**src/tmz_params.svh**
```systemverilog
// constants for the timer/counter with shared divider
`ifndef TMZ_PARAMS_SVH
`define TMZ_PARAMS_SVH
// register offsets
`define TMZ_OFF_COUNT      8'h01
`define TMZ_OFF_INTCTL     8'h0b
`define TMZ_OFF_OPTION     8'h81
`define TMZ_OFF_PORTA_DIR  8'h85
`define TMZ_OFF_WDT_STAT   8'h90
`define TMZ_OFF_IRQ_STAT   8'h91
`define TMZ_OFF_IRQ_EN     8'h92
`define TMZ_OFF_IRQ_CLR    8'h93
// option field positions
`define TMZ_OPT_CS         5
`define TMZ_OPT_SE         4
`define TMZ_OPT_PSA        3
// interrupt control field positions
`define TMZ_INT_OVF_EN     5
`define TMZ_INT_OVF_FLAG   2
// reset values
`define TMZ_OPTION_RST     8'hff
`define TMZ_PORTA_RST      8'hff
`define TMZ_INTCTL_RST     8'h00
// instruction cycle is four core clocks (Q1..Q4)
`define TMZ_QPHASES        4
`define TMZ_INHIBIT_CYC    2
// status bits
`define TMZ_IRQ_OVF        0
`define TMZ_IRQ_WDT        1
`endif

```
**src/tmz_pkg.sv**
```systemverilog
// types for the timer/counter with shared divider
package tmz_pkg;
   typedef struct packed {
      logic [7:0] addr;
      logic [7:0] wdata;
      logic       wr;
      logic       rd;
   } tmz_bus_t;
   typedef enum logic {TMZ_OWNER_TIMER, TMZ_OWNER_WDT} tmz_owner_t;
endpackage

```
**src/tmz_divider.sv**
```systemverilog
// shared 8-bit divide counter with rate tap
`timescale 1ns/1ps
`include "tmz_params.svh"
module tmz_divider
   import tmz_pkg::*;
#(
   parameter int WIDTH = 8
) (
   input  wire logic       mclk,
   input  wire logic       rst_b,
   input  wire logic       clear,
   input  wire logic       tick,
   input  wire logic [2:0] rate,
   input  wire tmz_owner_t owner,
   output logic            out_pulse
);
   logic [WIDTH-1:0] div_reg;
   logic [WIDTH-1:0] div_next;
   logic [WIDTH-1:0] tap_mask;
   logic [2:0]       wdt_rate;

   // watchdog taps one stage lower: code 000 gives 1:1
   // rate code picks the tap
   assign wdt_rate = rate;
   assign tap_mask = (owner == TMZ_OWNER_TIMER) ?
                     WIDTH'((9'h002 << rate) - 9'h001) :
                     WIDTH'((9'h001 << wdt_rate) - 9'h001);
   assign div_next = clear ? '0 : (tick ? div_reg + 1'b1 : div_reg);

   // pulse when all low bits up to the tap are ones on a tick
   assign out_pulse = tick && !clear && ((div_reg & tap_mask) == tap_mask);

   always_ff @(posedge mclk or negedge rst_b) begin
      if (!rst_b) begin
         div_reg <= '0;
      end else begin
         div_reg <= div_next;
      end
   end
endmodule

```
**src/tmz_timer0.sv**
```systemverilog
// 8-bit timer/counter with prescaler shared with the watchdog
// ----------------------------------------------------------
// Notes on behaviour
// - clock source bit clear counts instruction cycles, set counts pin transitions.
// - edge bit set counts falling pin edges, clear counts rising edges.
// - assignment bit set gives the divider to the watchdog, clear to the timer.
// - rate code picks timer 1:2..1:256 or watchdog 1:1..1:128, doubling per code.
// - exactly one 8-bit divide counter serves either the timer or the watchdog.
// - the divide counter is never readable nor directly writable.
// - with the divider on the timer, any count write clears the divider.
// - with the divider on the watchdog, the watchdog clear resets divider and watchdog.
// - unprescaled timer mode advances per instruction cycle; a count write inhibits two cycles.
// - FFh to 00h sets the overflow flag; it interrupts only when enabled; software clears it.
// - counting stops during sleep.
// - the pin is synchronised and sampled at the Q2 and Q4 phases.
// ----------------------------------------------------------
`timescale 1ns/1ps
`include "tmz_params.svh"
module tmz_timer0
   import tmz_pkg::*;
#(
   parameter int WDT_WIDTH = 8
) (
   input  wire logic       mclk,
   input  wire logic       rst_b,
   input  wire logic [7:0] addr,
   input  wire logic [7:0] wdata,
   input  wire logic       wr,
   input  wire logic       rd,
   output logic [7:0]      rdata,
   input  wire logic       external_count_pin,
   input  wire logic       sleep_mode,
   input  wire logic       watchdog_clear_instruction,
   output logic            watchdog_timeout,
   output logic            irq
);
   tmz_bus_t bus;
   assign bus = '{addr: addr, wdata: wdata, wr: wr, rd: rd};

   // ----------------------------------------------------------
   // register map
   // ----------------------------------------------------------
   // 0x01 count value, read and write
   //      a write also clears the divider while the timer owns it
   //      a write holds off counting for two instruction ticks
   // 0x0b interrupt control
   //      bit 5 overflow interrupt enable
   //      bit 2 overflow flag, set by hardware, cleared by software
   //      other bits plain storage
   // 0x81 option control, resets to all ones
   //      bit 5 clock source select, 1 = pin
   //      bit 4 source edge select, 1 = falling
   //      bit 3 divider assignment, 1 = watchdog
   //      bits 2..0 rate select
   // 0x85 port a direction, plain storage, resets to all ones
   // 0x90 watchdog status, bit 0 timeout, read only
   // 0x91 interrupt status, sticky, read only
   //      bit 0 overflow, bit 1 watchdog wrap
   // 0x92 interrupt enable, same layout as the status
   // 0x93 interrupt clear, write one to clear, reads zero
   // the divider has no address at all, by intent

   // ----------------------------------------------------------
   // timing notes
   // ----------------------------------------------------------
   // one instruction cycle is four core clocks
   // the phase counter runs free from reset
   // internal mode counts at the last phase of each cycle
   // pin mode counts an edge only at the second or fourth phase
   // the pin passes three flops before it is looked at
   // so a pin edge shows in the count four to five clocks late
   // pin pulses shorter than three phases may be lost
   // a count write wins over an increment in the same clock
   // a hardware set wins over a software clear in one clock
   // the watchdog counter here is a small stand-in
   // its width is a parameter, not a documented figure
   // sleep stops the timer only, never the watchdog

   // ----------------------------------------------------------
   // registers and state
   // ----------------------------------------------------------
   logic [7:0] count_value_reg;
   logic [7:0] option_control_reg;
   logic [7:0] interrupt_control_reg;
   logic [7:0] port_a_direction_reg;
   logic [1:0] irq_stat_reg;
   logic [1:0] irq_en_reg;
   logic [7:0] rdata_reg;
   logic       irq_reg;
   logic [1:0] qphase_reg;
   logic [2:0] pin_sync_reg;
   logic       pin_level_reg;
   logic [1:0] inhibit_reg;
   logic [WDT_WIDTH-1:0] wdt_reg;
   logic       wdt_to_reg;

   // ----------------------------------------------------------
   // decode
   // ----------------------------------------------------------
   wire wr_count  = bus.wr && (bus.addr == `TMZ_OFF_COUNT);
   wire wr_intctl = bus.wr && (bus.addr == `TMZ_OFF_INTCTL);
   wire wr_option = bus.wr && (bus.addr == `TMZ_OFF_OPTION);
   wire wr_porta  = bus.wr && (bus.addr == `TMZ_OFF_PORTA_DIR);
   wire wr_irq_en = bus.wr && (bus.addr == `TMZ_OFF_IRQ_EN);
   wire wr_irq_cl = bus.wr && (bus.addr == `TMZ_OFF_IRQ_CLR);

   wire        clk_src   = option_control_reg[`TMZ_OPT_CS];
   wire        src_edge  = option_control_reg[`TMZ_OPT_SE];
   wire [2:0]  rate_select = option_control_reg[2:0];
   wire tmz_owner_t owner = option_control_reg[`TMZ_OPT_PSA] ? TMZ_OWNER_WDT : TMZ_OWNER_TIMER;

   // ----------------------------------------------------------
   // pin synchroniser and phase sampling
   // ----------------------------------------------------------
   // one instruction cycle ends at phase 3 (Q4)
   wire instr_tick = (qphase_reg == 2'(`TMZ_QPHASES - 1));
   // sample settled pin level only at Q2 and Q4
   wire q2_or_q4   = qphase_reg[0];
   wire pin_agree  = (pin_sync_reg[1] == pin_sync_reg[2]);
   wire pin_new    = pin_sync_reg[2];
   wire sample_now = q2_or_q4 && pin_agree;
   wire pin_event  = sample_now && (pin_new != pin_level_reg) &&
                     (src_edge ? !pin_new : pin_new);
   wire src_event  = clk_src ? pin_event : instr_tick;

   // ----------------------------------------------------------
   // shared divider
   // ----------------------------------------------------------
   wire div_out;
   // count write clears divider when owned by timer
   // watchdog clear clears divider when owned by watchdog
   wire div_clear = (owner == TMZ_OWNER_TIMER) ? wr_count : watchdog_clear_instruction;
   // timer uses raw events, watchdog gets the divider
   wire div_tick  = (owner == TMZ_OWNER_TIMER) ? (src_event && !sleep_mode) : instr_tick;

   // divider notes:
   // the option write does not clear the divider
   // so a rate change may give one short first period
   // software hides this by the documented switch order
   // the timer path is gated by sleep before the divider
   // the watchdog path ticks once per instruction cycle
   // single divide counter, never exposed to the bus
   tmz_divider #(.WIDTH(8)) u_div (
      .mclk      (mclk),
      .rst_b     (rst_b),
      .clear     (div_clear),
      .tick      (div_tick),
      .rate      (rate_select),
      .owner     (owner),
      .out_pulse (div_out)
   );

   // ----------------------------------------------------------
   // count path
   // ----------------------------------------------------------
   wire timer_event = (owner == TMZ_OWNER_TIMER) ? div_out : src_event;
   // two-cycle inhibit after a count write
   wire do_inc      = timer_event && !sleep_mode && (inhibit_reg == 2'd0) && !wr_count;
   wire overflow    = do_inc && (count_value_reg == 8'hff);
   wire wdt_tick    = (owner == TMZ_OWNER_WDT) ? div_out : instr_tick;
   wire wdt_full    = &wdt_reg;

   wire [7:0] count_value_next = wr_count ? bus.wdata :
                                 (do_inc ? count_value_reg + 8'h01 : count_value_reg);
   wire [1:0] inhibit_next = wr_count ? 2'(`TMZ_INHIBIT_CYC) :
                             ((instr_tick && inhibit_reg != 2'd0) ? inhibit_reg - 2'd1 : inhibit_reg);

   // flag set wins over a software clear in the same cycle
   wire [7:0] intctl_wr_val = wr_intctl ? bus.wdata : interrupt_control_reg;
   wire [7:0] interrupt_control_next = intctl_wr_val | (overflow ? 8'h04 : 8'h00);

   wire [1:0] irq_events = {wdt_tick && wdt_full, overflow};
   wire [1:0] irq_stat_next = (irq_stat_reg & ~(wr_irq_cl ? bus.wdata[1:0] : 2'b00)) | irq_events;
   wire       ovf_pending = interrupt_control_next[`TMZ_INT_OVF_FLAG] &&
                            interrupt_control_next[`TMZ_INT_OVF_EN];
   wire       irq_next = ovf_pending || |(irq_stat_next & irq_en_reg);

   // divider is absent from the read map
   logic [7:0] rd_mux;
   always_comb begin
      case (bus.addr)
         `TMZ_OFF_COUNT:     rd_mux = count_value_reg;
         `TMZ_OFF_INTCTL:    rd_mux = interrupt_control_reg;
         `TMZ_OFF_OPTION:    rd_mux = option_control_reg;
         `TMZ_OFF_PORTA_DIR: rd_mux = port_a_direction_reg;
         `TMZ_OFF_WDT_STAT:  rd_mux = {7'h00, wdt_to_reg};
         `TMZ_OFF_IRQ_STAT:  rd_mux = {6'h00, irq_stat_reg};
         `TMZ_OFF_IRQ_EN:    rd_mux = {6'h00, irq_en_reg};
         default:            rd_mux = 8'h00;
      endcase
   end

   // ----------------------------------------------------------
   // clocked state
   // ----------------------------------------------------------
   // phase counter and pin synchroniser
   always_ff @(posedge mclk or negedge rst_b) begin
      if (!rst_b) begin
         qphase_reg    <= 2'd0;
         pin_sync_reg  <= 3'b000;
         pin_level_reg <= 1'b0;
      end else begin
         qphase_reg    <= qphase_reg + 2'd1;
         pin_sync_reg  <= {pin_sync_reg[1:0], external_count_pin};
         if (sample_now) begin
            pin_level_reg <= pin_new;
         end
      end
   end

   // software registers and counter
   always_ff @(posedge mclk or negedge rst_b) begin
      if (!rst_b) begin
         count_value_reg       <= 8'h00;
         option_control_reg    <= `TMZ_OPTION_RST;
         interrupt_control_reg <= `TMZ_INTCTL_RST;
         port_a_direction_reg  <= `TMZ_PORTA_RST;
         irq_en_reg            <= 2'b00;
         irq_stat_reg          <= 2'b00;
         inhibit_reg           <= 2'd0;
      end else begin
         count_value_reg       <= count_value_next;
         interrupt_control_reg <= interrupt_control_next;
         irq_stat_reg          <= irq_stat_next;
         inhibit_reg           <= inhibit_next;
         if (wr_option) begin
            option_control_reg <= bus.wdata;
         end
         if (wr_porta) begin
            port_a_direction_reg <= bus.wdata;
         end
         if (wr_irq_en) begin
            irq_en_reg <= bus.wdata[1:0];
         end
      end
   end

   // watchdog counter, cleared by its clear instruction
   always_ff @(posedge mclk or negedge rst_b) begin
      if (!rst_b) begin
         wdt_reg    <= '0;
         wdt_to_reg <= 1'b0;
      end else if (watchdog_clear_instruction) begin
         wdt_reg    <= '0;
         wdt_to_reg <= 1'b0;
      end else if (wdt_tick) begin
         wdt_reg    <= wdt_reg + 1'b1;
         wdt_to_reg <= wdt_to_reg | wdt_full;
      end
   end

   // ----------------------------------------------------------
   // output notes
   // ----------------------------------------------------------
   // every top output leaves straight from a flop
   // read data are zero outside the cycle after a read
   // so software sees no stale value on an idle bus
   // the interrupt is a level, high while any cause stands
   // causes: overflow flag with its enable,
   // or any enabled sticky status bit
   // the timeout level drops only on a watchdog clear
   // trade-off: one clock of latency on the read data

   // registered outputs
   always_ff @(posedge mclk or negedge rst_b) begin
      if (!rst_b) begin
         rdata_reg <= 8'h00;
         irq_reg   <= 1'b0;
      end else begin
         rdata_reg <= bus.rd ? rd_mux : 8'h00;
         irq_reg   <= irq_next;
      end
   end

   assign rdata            = rdata_reg;
   assign irq              = irq_reg;
   assign watchdog_timeout = wdt_to_reg;
endmodule

```
**config.mk**
```make
export PLATFORM = sky130hd
export DESIGN_NAME = tmz_timer0
export DESIGN_NICKNAME = d
export VERILOG_FILES = /design/src/tmz_pkg.sv /design/src/tmz_divider.sv /design/src/tmz_timer0.sv
export VERILOG_INCLUDE_DIRS = /design/src
export SDC_FILE = /design/constraint.sdc
export NUM_CORES = 1
export LEC_CHECK = 0
export BUFFER_PORTS_ARGS = -buffer_cell sky130_fd_sc_hd__buf_2
export CAP_MARGIN = 5
export CORE_ASPECT_RATIO = 0.8
export CORE_MARGIN = 8
export CORE_UTILIZATION = 59
export DETAILED_ROUTE_END_ITERATION = 12
export GPL_TIMING_DRIVEN = 1
export PLACE_DENSITY = 0.79
export SLEW_MARGIN = 10
export SYNTH_ARGS = -nofsm -noshare
export SYNTH_HDL_FRONTEND = slang
export SYNTH_SLANG_ARGS = --single-unit
```
**constraint.sdc**
```tcl
create_clock -name mclk -period 4.77 [get_ports mclk]
set_clock_uncertainty 0.15 [all_clocks]
set_input_delay 0.954 -clock mclk [delete_from_list [all_inputs] [get_ports mclk]]
set_output_delay 0.954 -clock mclk [all_outputs]
set_load 0.1 [all_outputs]
```
# --- Word level (Yosys, flattened, before mapping) ---
# Index checks and enable logic that the tools add are counted.
op_classes:
  n_addsub: 7
  eq_ne: 13
  shifts: 2
  n_mux: 23
  n_bitwise: 7
  n_reduce_logical: 32
ops:
  columns: ["cell", "n"]
  rows:
  - ["8-bit 2-to-1 mux", 9]
  - ["8-bit == test, second input constant", 7]
  - ["8-bit one-hot mux with 7 select lines", 1]
  - ["8-bit by 1-bit adder with 8-bit output, second input constant", 3]
  - ["1-bit logical AND", 19]
  - ["8-bit by 1-bit subtractor with 8-bit output, second input constant", 2]
  - ["2-bit nonzero test", 5]
  - ["1-bit 2-to-1 mux", 9]
  - ["8-bit bitwise AND", 1]
  - ["8-bit by 1-bit == test with 1-bit output, second input constant", 1]
  - ["8-bit by 4-bit == test with 1-bit output, second input constant", 1]
  - ["8-bit == test", 1]
  - ["8-bit by 3-bit bitwise OR with 8-bit output", 1]
  - ["8-bit AND reduction", 1]
  - ["1-bit by 3-bit left shift with 8-bit output, first input constant", 1]
  - ["2-bit by 3-bit left shift with 8-bit output, first input constant", 1]
  - ["2-bit 2-to-1 mux", 3]
  - ["2-bit bitwise AND", 2]
  - ["1-bit logical NOT", 4]
  - ["3-bit 2-to-1 mux", 1]
  - ["2-bit by 1-bit adder with 2-bit output, second input constant", 1]
  - ["2-bit == test, second input constant", 1]
  - ["2-bit logical NOT", 1]
  - ["2-bit NOT", 1]
  - ["7 further kinds", 7]
totals:
  ff_bits: 70
  in_bits: 23
  out_inout_bits: 10

# --- Logic depth before layout (Yosys ltp) ---
depth:
  word_depth: 18
  depth_mapped: 15
  mapped_depth_nobuf: 12

# --- Cells and area by module ---
# A second synthesis with hierarchy kept.
unflattened:
  cells_unflattened: 338
  area_unflattened_um2: 3726.1
by_module_without_submodules:
  columns: ["module", "instances", "cells_each", "area_per_inst_um2"]
  rows:
  - ["tmz_timer0", 1, 257, 2984.1]
  - ["tmz_divider", 1, 81, 742.0]

# --- Least setup slack after synthesis ---
# Ideal clock, no wire load.
synth_path:
  kind: "input -> register"
  from: "input port addr[1]"
  to: "register wdt_reg[4]"
  setup_ns: 0.132
  t_arrival_ns: 3.021
  required_ns: 4.488
  path_slack_ns: 1.467
  path_stages: 11
  n_path_buf: 3
  path_cell_list: "or4b_1 buf_2 or3_1 buf_2 o21ai_4 a2111oi_2 a31oi_1 buf_4 nor2_1 xnor2_1 nor2_1"
synth_between:
  elab_chain_cells: 8
synth_rtl:
  columns: ["element", "line_no", "source"]
  rows:
  - ["start, declared", "tmz_timer0.sv:26", "input wire logic [7:0] addr,"]
  - ["8-bit by 1-bit == test with 1-bit output", null, null]
  - ["1-bit logical AND", "tmz_timer0.sv:100", "wire wr_count = bus.wr && (bus.addr == `TMZ_OFF_COUNT);"]
  - ["1-bit 2-to-1 mux", "tmz_timer0.sv:132", "wire div_clear = (owner == TMZ_OWNER_TIMER) ? wr_count : watchdog_clear_instruction;"]
  - ["1-bit logical NOT", "tmz_divider.sv:31", "assign out_pulse = tick && !clear && ((div_reg & tap_mask) == tap_mask);"]
  - ["1-bit logical AND (2 in a row)", "tmz_divider.sv:31", null]
  - ["1-bit 2-to-1 mux", "tmz_timer0.sv:160", "wire wdt_tick = (owner == TMZ_OWNER_WDT) ? div_out : instr_tick;"]
  - ["2-bit nonzero test (no line)", null, null]
  - ["end signal, assigned", "tmz_timer0.sv:247", "wdt_reg <= wdt_reg + 1'b1;"]
  - ["end, declared", "tmz_timer0.sv:94", "logic [WDT_WIDTH-1:0] wdt_reg;"]
# No other way between the ends.
# A chain may end at the register's enable or synchronous reset.

# --- Worst setup path after layout ---
layout_path:
  from: "register option_control_reg[3]"
  to: "register irq_reg, in the netlist irq"
layout_between:
  elab_chain_cells: 14
  elab_cells_between_ends: 23
  cone_classes: "eq/ne: 1; mux: 7; bitwise: 4; reduce/logical: 11"
layout_rtl:
  columns: ["element", "line_no", "source"]
  rows:
  - ["start, declared", "tmz_timer0.sv:83", "logic [7:0] option_control_reg;"]
  - ["start signal, assigned", "tmz_timer0.sv:215", "option_control_reg <= `TMZ_OPTION_RST;"]
  - ["start signal, assigned", "tmz_timer0.sv:227", "option_control_reg <= bus.wdata;"]
  - ["1-bit 2-to-1 mux *", "tmz_timer0.sv:110", "wire tmz_owner_t owner = option_control_reg[`TMZ_OPT_PSA] ? TMZ_OWNER_WDT : TMZ_OWNER_TIMER;"]
  - ["8-bit 2-to-1 mux / 1-bit 2-to-1 mux (equally long branches)", "tmz_divider.sv:25, tmz_timer0.sv:132", null]
  - ["8-bit bitwise AND / 1-bit logical NOT (equally long branches)", "tmz_divider.sv:31", null]
  - ["8-bit == test / 1-bit logical AND (equally long branches)", "tmz_divider.sv:31", null]
  - ["1-bit logical AND", "tmz_divider.sv:31", null]
  - ["1-bit 2-to-1 mux", "tmz_timer0.sv:156", "wire timer_event = (owner == TMZ_OWNER_TIMER) ? div_out : src_event;"]
  - ["1-bit logical AND (3 in a row)", "tmz_timer0.sv:158", "wire do_inc = timer_event && !sleep_mode && (inhibit_reg == 2'd0) && !wr_count;"]
  - ["1-bit logical AND", "tmz_timer0.sv:159", "wire overflow = do_inc && (count_value_reg == 8'hff);"]
  - ["2-bit bitwise OR / 3-bit 2-to-1 mux (equally long branches)", "tmz_timer0.sv:173, tmz_timer0.sv:170", null]
  - ["2-bit bitwise AND / 8-bit by 3-bit bitwise OR with 8-bit output (equally long branches)", "tmz_timer0.sv:176, tmz_timer0.sv:170", null]
  - ["2-bit OR reduction / 1-bit logical AND (equally long branches)", "tmz_timer0.sv:176, tmz_timer0.sv:174", null]
  - ["1-bit logical OR *", "tmz_timer0.sv:176", "wire irq_next = ovf_pending || |(irq_stat_next & irq_en_reg);"]
  - ["net irq_next", "tmz_timer0.sv:176", null]
  - ["end signal, assigned", "tmz_timer0.sv:271", "irq_reg <= irq_next;"]
  - ["end, declared", "tmz_timer0.sv:89", "logic irq_reg;"]
# Mark *: on every way through the listed nets, which the timed path passes. The rest lies on a longest branch.

==> results.md <==
- CTS H-tree lvls: 3
- Root Buffer: clkbuf_8
- Vias in the first global route: 2850
- Critical Path, Cell by Cell: ha_1, nand2_1, ha_1, nor3b_1, o21ai_0, a221oi_1, nor4b_4, a31oi_1, nor2b_1, a41oi_1, o21ai_1
- Comb pwr share: 12.6%
- Pin count of the biggest net entering global routing: 40
- Async SR Flop Fraction: 100%
- Critical path endpoint: irq
- Synth top area share: 36.2%
- Crit path max-delay family: compound AO/OA/AOI/OAI gates
- CP dominant cell by count: ha_1
- Gate count of the mapped netlist: 367
- CP required: 4850 ps
- Critical Path End Type: flip-flop
- Initial antenna violation count: 0
- Fin Hold WS: 205 ps
- FF-to-FF path depth: 11
- Worst r2r dst: irq
- CP max-delay cell: a31oi_1
- Die Width: 105 um
- Pint: 1170 uW
- Distinct cells, synth: 52
- Final GP Congestion: 0.940
- Port bufs: 32
- Drt drc: 0
- P_leak: 0.00183 uW
- Setup slack after layout: 718 ps
- Status: complete, no violations
- Worst hold path type: flip-flop to flip-flop
- Final Hold Fails: 0
- CTS Sinks: 70
- Sw Share: 24.6%
- CTS Hold Bufs: 0
- Final Cell Area: 4250 um^2
- Post-route setup TNS: 0 ps
- Clk_lat worst skew: 350 ps
- Syn Area/Cell: 10.2 um^2
- CP Data Arrival Time: 4130 ps
- Clk network pwr share: 42.1%
- Ports: 33
- Postcts setup bufs: 0
- RSZ-0062 raised after global routing: false
- CTS Buffer Depth: 2
- Yosys reg bits: 70
- DP Area: 3970 um^2
- Clock buffer count from CTS: 9
- Placed Cells: 472
- Vias: 2929
- Site Rows: 26
- Ranking of synthesized cells by area: dfrtp_1 (36%), dfstp_2 (11%), mux2_2 (7.8%), nor2_1 (4.2%), xnor2_1 (3.7%)
- Setup violators final: 0
- Antenna Nets Post-Route: 0
- DP Worst Slack: 526 ps
- Buffers and inverters on the worst path: 0
- Crit. Startpoint: option_control_reg[3]
- CTS tree: yes
- Reg2Reg Setup Slack: 720 ps
- Startpoint Class: flip-flop
- Placed wire-length estimate: 5840 um
- Final nets: 430
- R2R Path Start: option_control_reg[3]
- Critical path type: flip-flop to flip-flop
- Reg clk slew, reported paths: 70 ps
- Layout area overhead: 13.7%
- DR vias/cell: 6.00
- GRT overflow: 0
- Actual slew at the worst max-slew pin: 952 ps
- Gr usage total: 18.9%
- CP Depth: 11
- Yosys top cell by area: dfrtp_1
- Crit path largest cell delay: 790 ps
- Max Cap Violations: 0
- Final wirelength: 8190 um
- Sequential element share of the synthesized area: 47.4%
- Starting Density: 59.8%
- CP Max Fanout: 12
- Post-synth EDFFs: 0
- Main flop type after synthesis: dfrtp_1
- Cell Area, Synth: 3740 um^2
- Max-slew headroom: 36.3%
- Sequential power share: 45.4%
- Switch Pwr: 381 uW
- Syn_nets: 398
- Max-slew violations: 0
- Core region area: 6250 um^2
- Die height: 87.2 um
- DRT Pass-1 Iters: 5
- WL/cell: 16.8 um
- DIE AREA: 9150 um^2
- Diode count: 0
- Synth Warn #: 0
- Ratio of cells with drive above 1 in the final layout: 25.0%
- DR iter-0 viols: 142
- Tcrit/Tclk final: 84.9%
- Worst VDD drop: 0.200 mV
- First-pass GRT wire length: 13900 um
- Cts repair resizes: 0
- Tmin final: 4050 ps
- P per Cell Area: 364 nW/um^2
- Non-Filler Instances: 488
- Maximum clock frequency: 247 MHz
==> placed cells by master, fill, tap and decap left out, types with 6 or more instances in the layout <==
| cell type | instances |
|---|---|
| a21oi_1 | 13 |
| a221oi_1 | 8 |
| and3_1 | 6 |
| buf_2 | 32 |
| clkbuf_8 | 11 |
| dfrtp_1 | 54 |
| dfstp_2 | 16 |
| ha_1 | 8 |
| inv_1 | 11 |
| mux2_2 | 26 |
| mux2i_1 | 13 |
| nand2_1 | 33 |
| nand3_1 | 15 |
| nand4_1 | 7 |
| nor2_1 | 42 |
| nor2b_1 | 8 |
| nor3_1 | 7 |
| o21ai_0 | 6 |
| o21ai_1 | 10 |
| or3_1 | 6 |
| xnor2_1 | 16 |
==> cell families (layout without fill, tap and decap cells) <==
logic type / Yosys count / after routing / share of synthesized area (%)
and+or+nand+nor: 146 / 146 / 20.2
DFF: 70 / 70 / 47.4
AOI/OAI and AO/OA: 57 / 57 / 10.6
muxes: 39 / 39 / 11.3
buffers and inverters: 26 / 63 / 2.81
xor gates and xnor gates: 21 / 21 / 4.92
adders and majority gates: 8 / 8 / 2.68
==> synth_stat cells, types with 2 or more instances <==
master	count
dfrtp_1	54
nor2_1	42
nand2_1	33
mux2_2	26
dfstp_2	16
xnor2_1	16
nand3_1	15
a21oi_1	13
mux2i_1	13
inv_1	11
o21ai_1	10
clkbuf_1	9
a221oi_1	8
ha_1	8
nor2b_1	8
nand4_1	7
nor3_1	7
and3_1	6
o21ai_0	6
or3_1	6
nor4_1	5
xor2_1	5
a31oi_1	3
buf_2	3
nand2b_1	3
a2111o_1	2
a22oi_1	2
buf_1	2
nand4bb_1	2
o211ai_1	2
o22ai_1	2
or4_1	2
==> stage by stage <==
stage / total power (uW) / utilization, %
2_1_floorplan: 837 / -
3_3_place_gp: 894 / 63.5
3_5_place_dp: 902 / 63.5
4_1_cts: 1560 / 68.0
5_1_grt: 1620 / 68.0
6_report: 1550 / 68.0
==> worst min-delay path by stage <==
stage	from	endpoint	slack (ps)	cells after the start
2_1_floorplan	pin_sync_reg[0]	pin_sync_reg[1]	180	0
3_3_place_gp	pin_sync_reg[0]	pin_sync_reg[1]	180	0
3_5_place_dp	pin_sync_reg[0]	pin_sync_reg[1]	190	0
4_1_cts	pin_sync_reg[0]	pin_sync_reg[1]	210	0
5_1_grt	pin_sync_reg[0]	pin_sync_reg[1]	210	0
6_report	pin_sync_reg[0]	pin_sync_reg[1]	210	0
==> layer usage <==
layer	vias to the layer above	routed length, um	global-route usage [%]
met5	-	0	0
met4	0	87	6.07
met3	9	405	4.66
met2	77	3780	29.0
met1	1455	3920	25.7
li1	1388	-	-
==> layout make-up <==
| type | instances | area [um^2] |
|---|---|---|
| Fill cell | 469 | 2000 |
| Multi-Input combinational cell | 271 | 1860 |
| Sequential cell | 70 | 1770 |
| Timing Repair Buffer | 36 | 190 |
| Clock buffer | 11 | 151 |
| Clock inverter | 5 | 129 |
| Tap cell | 84 | 105 |
| Inverter | 11 | 41.3 |
==> power groups by stage <==
stage	Combinational (uW)	Clock, uW	Sequential (uW)
6_report	194	651	701
5_1_grt	222	687	708
4_1_cts	194	664	700
3_5_place_dp	192	0	710
3_3_place_gp	184	0	710
2_1_floorplan	142	0	695
Power figures use the tool's default switching activity.
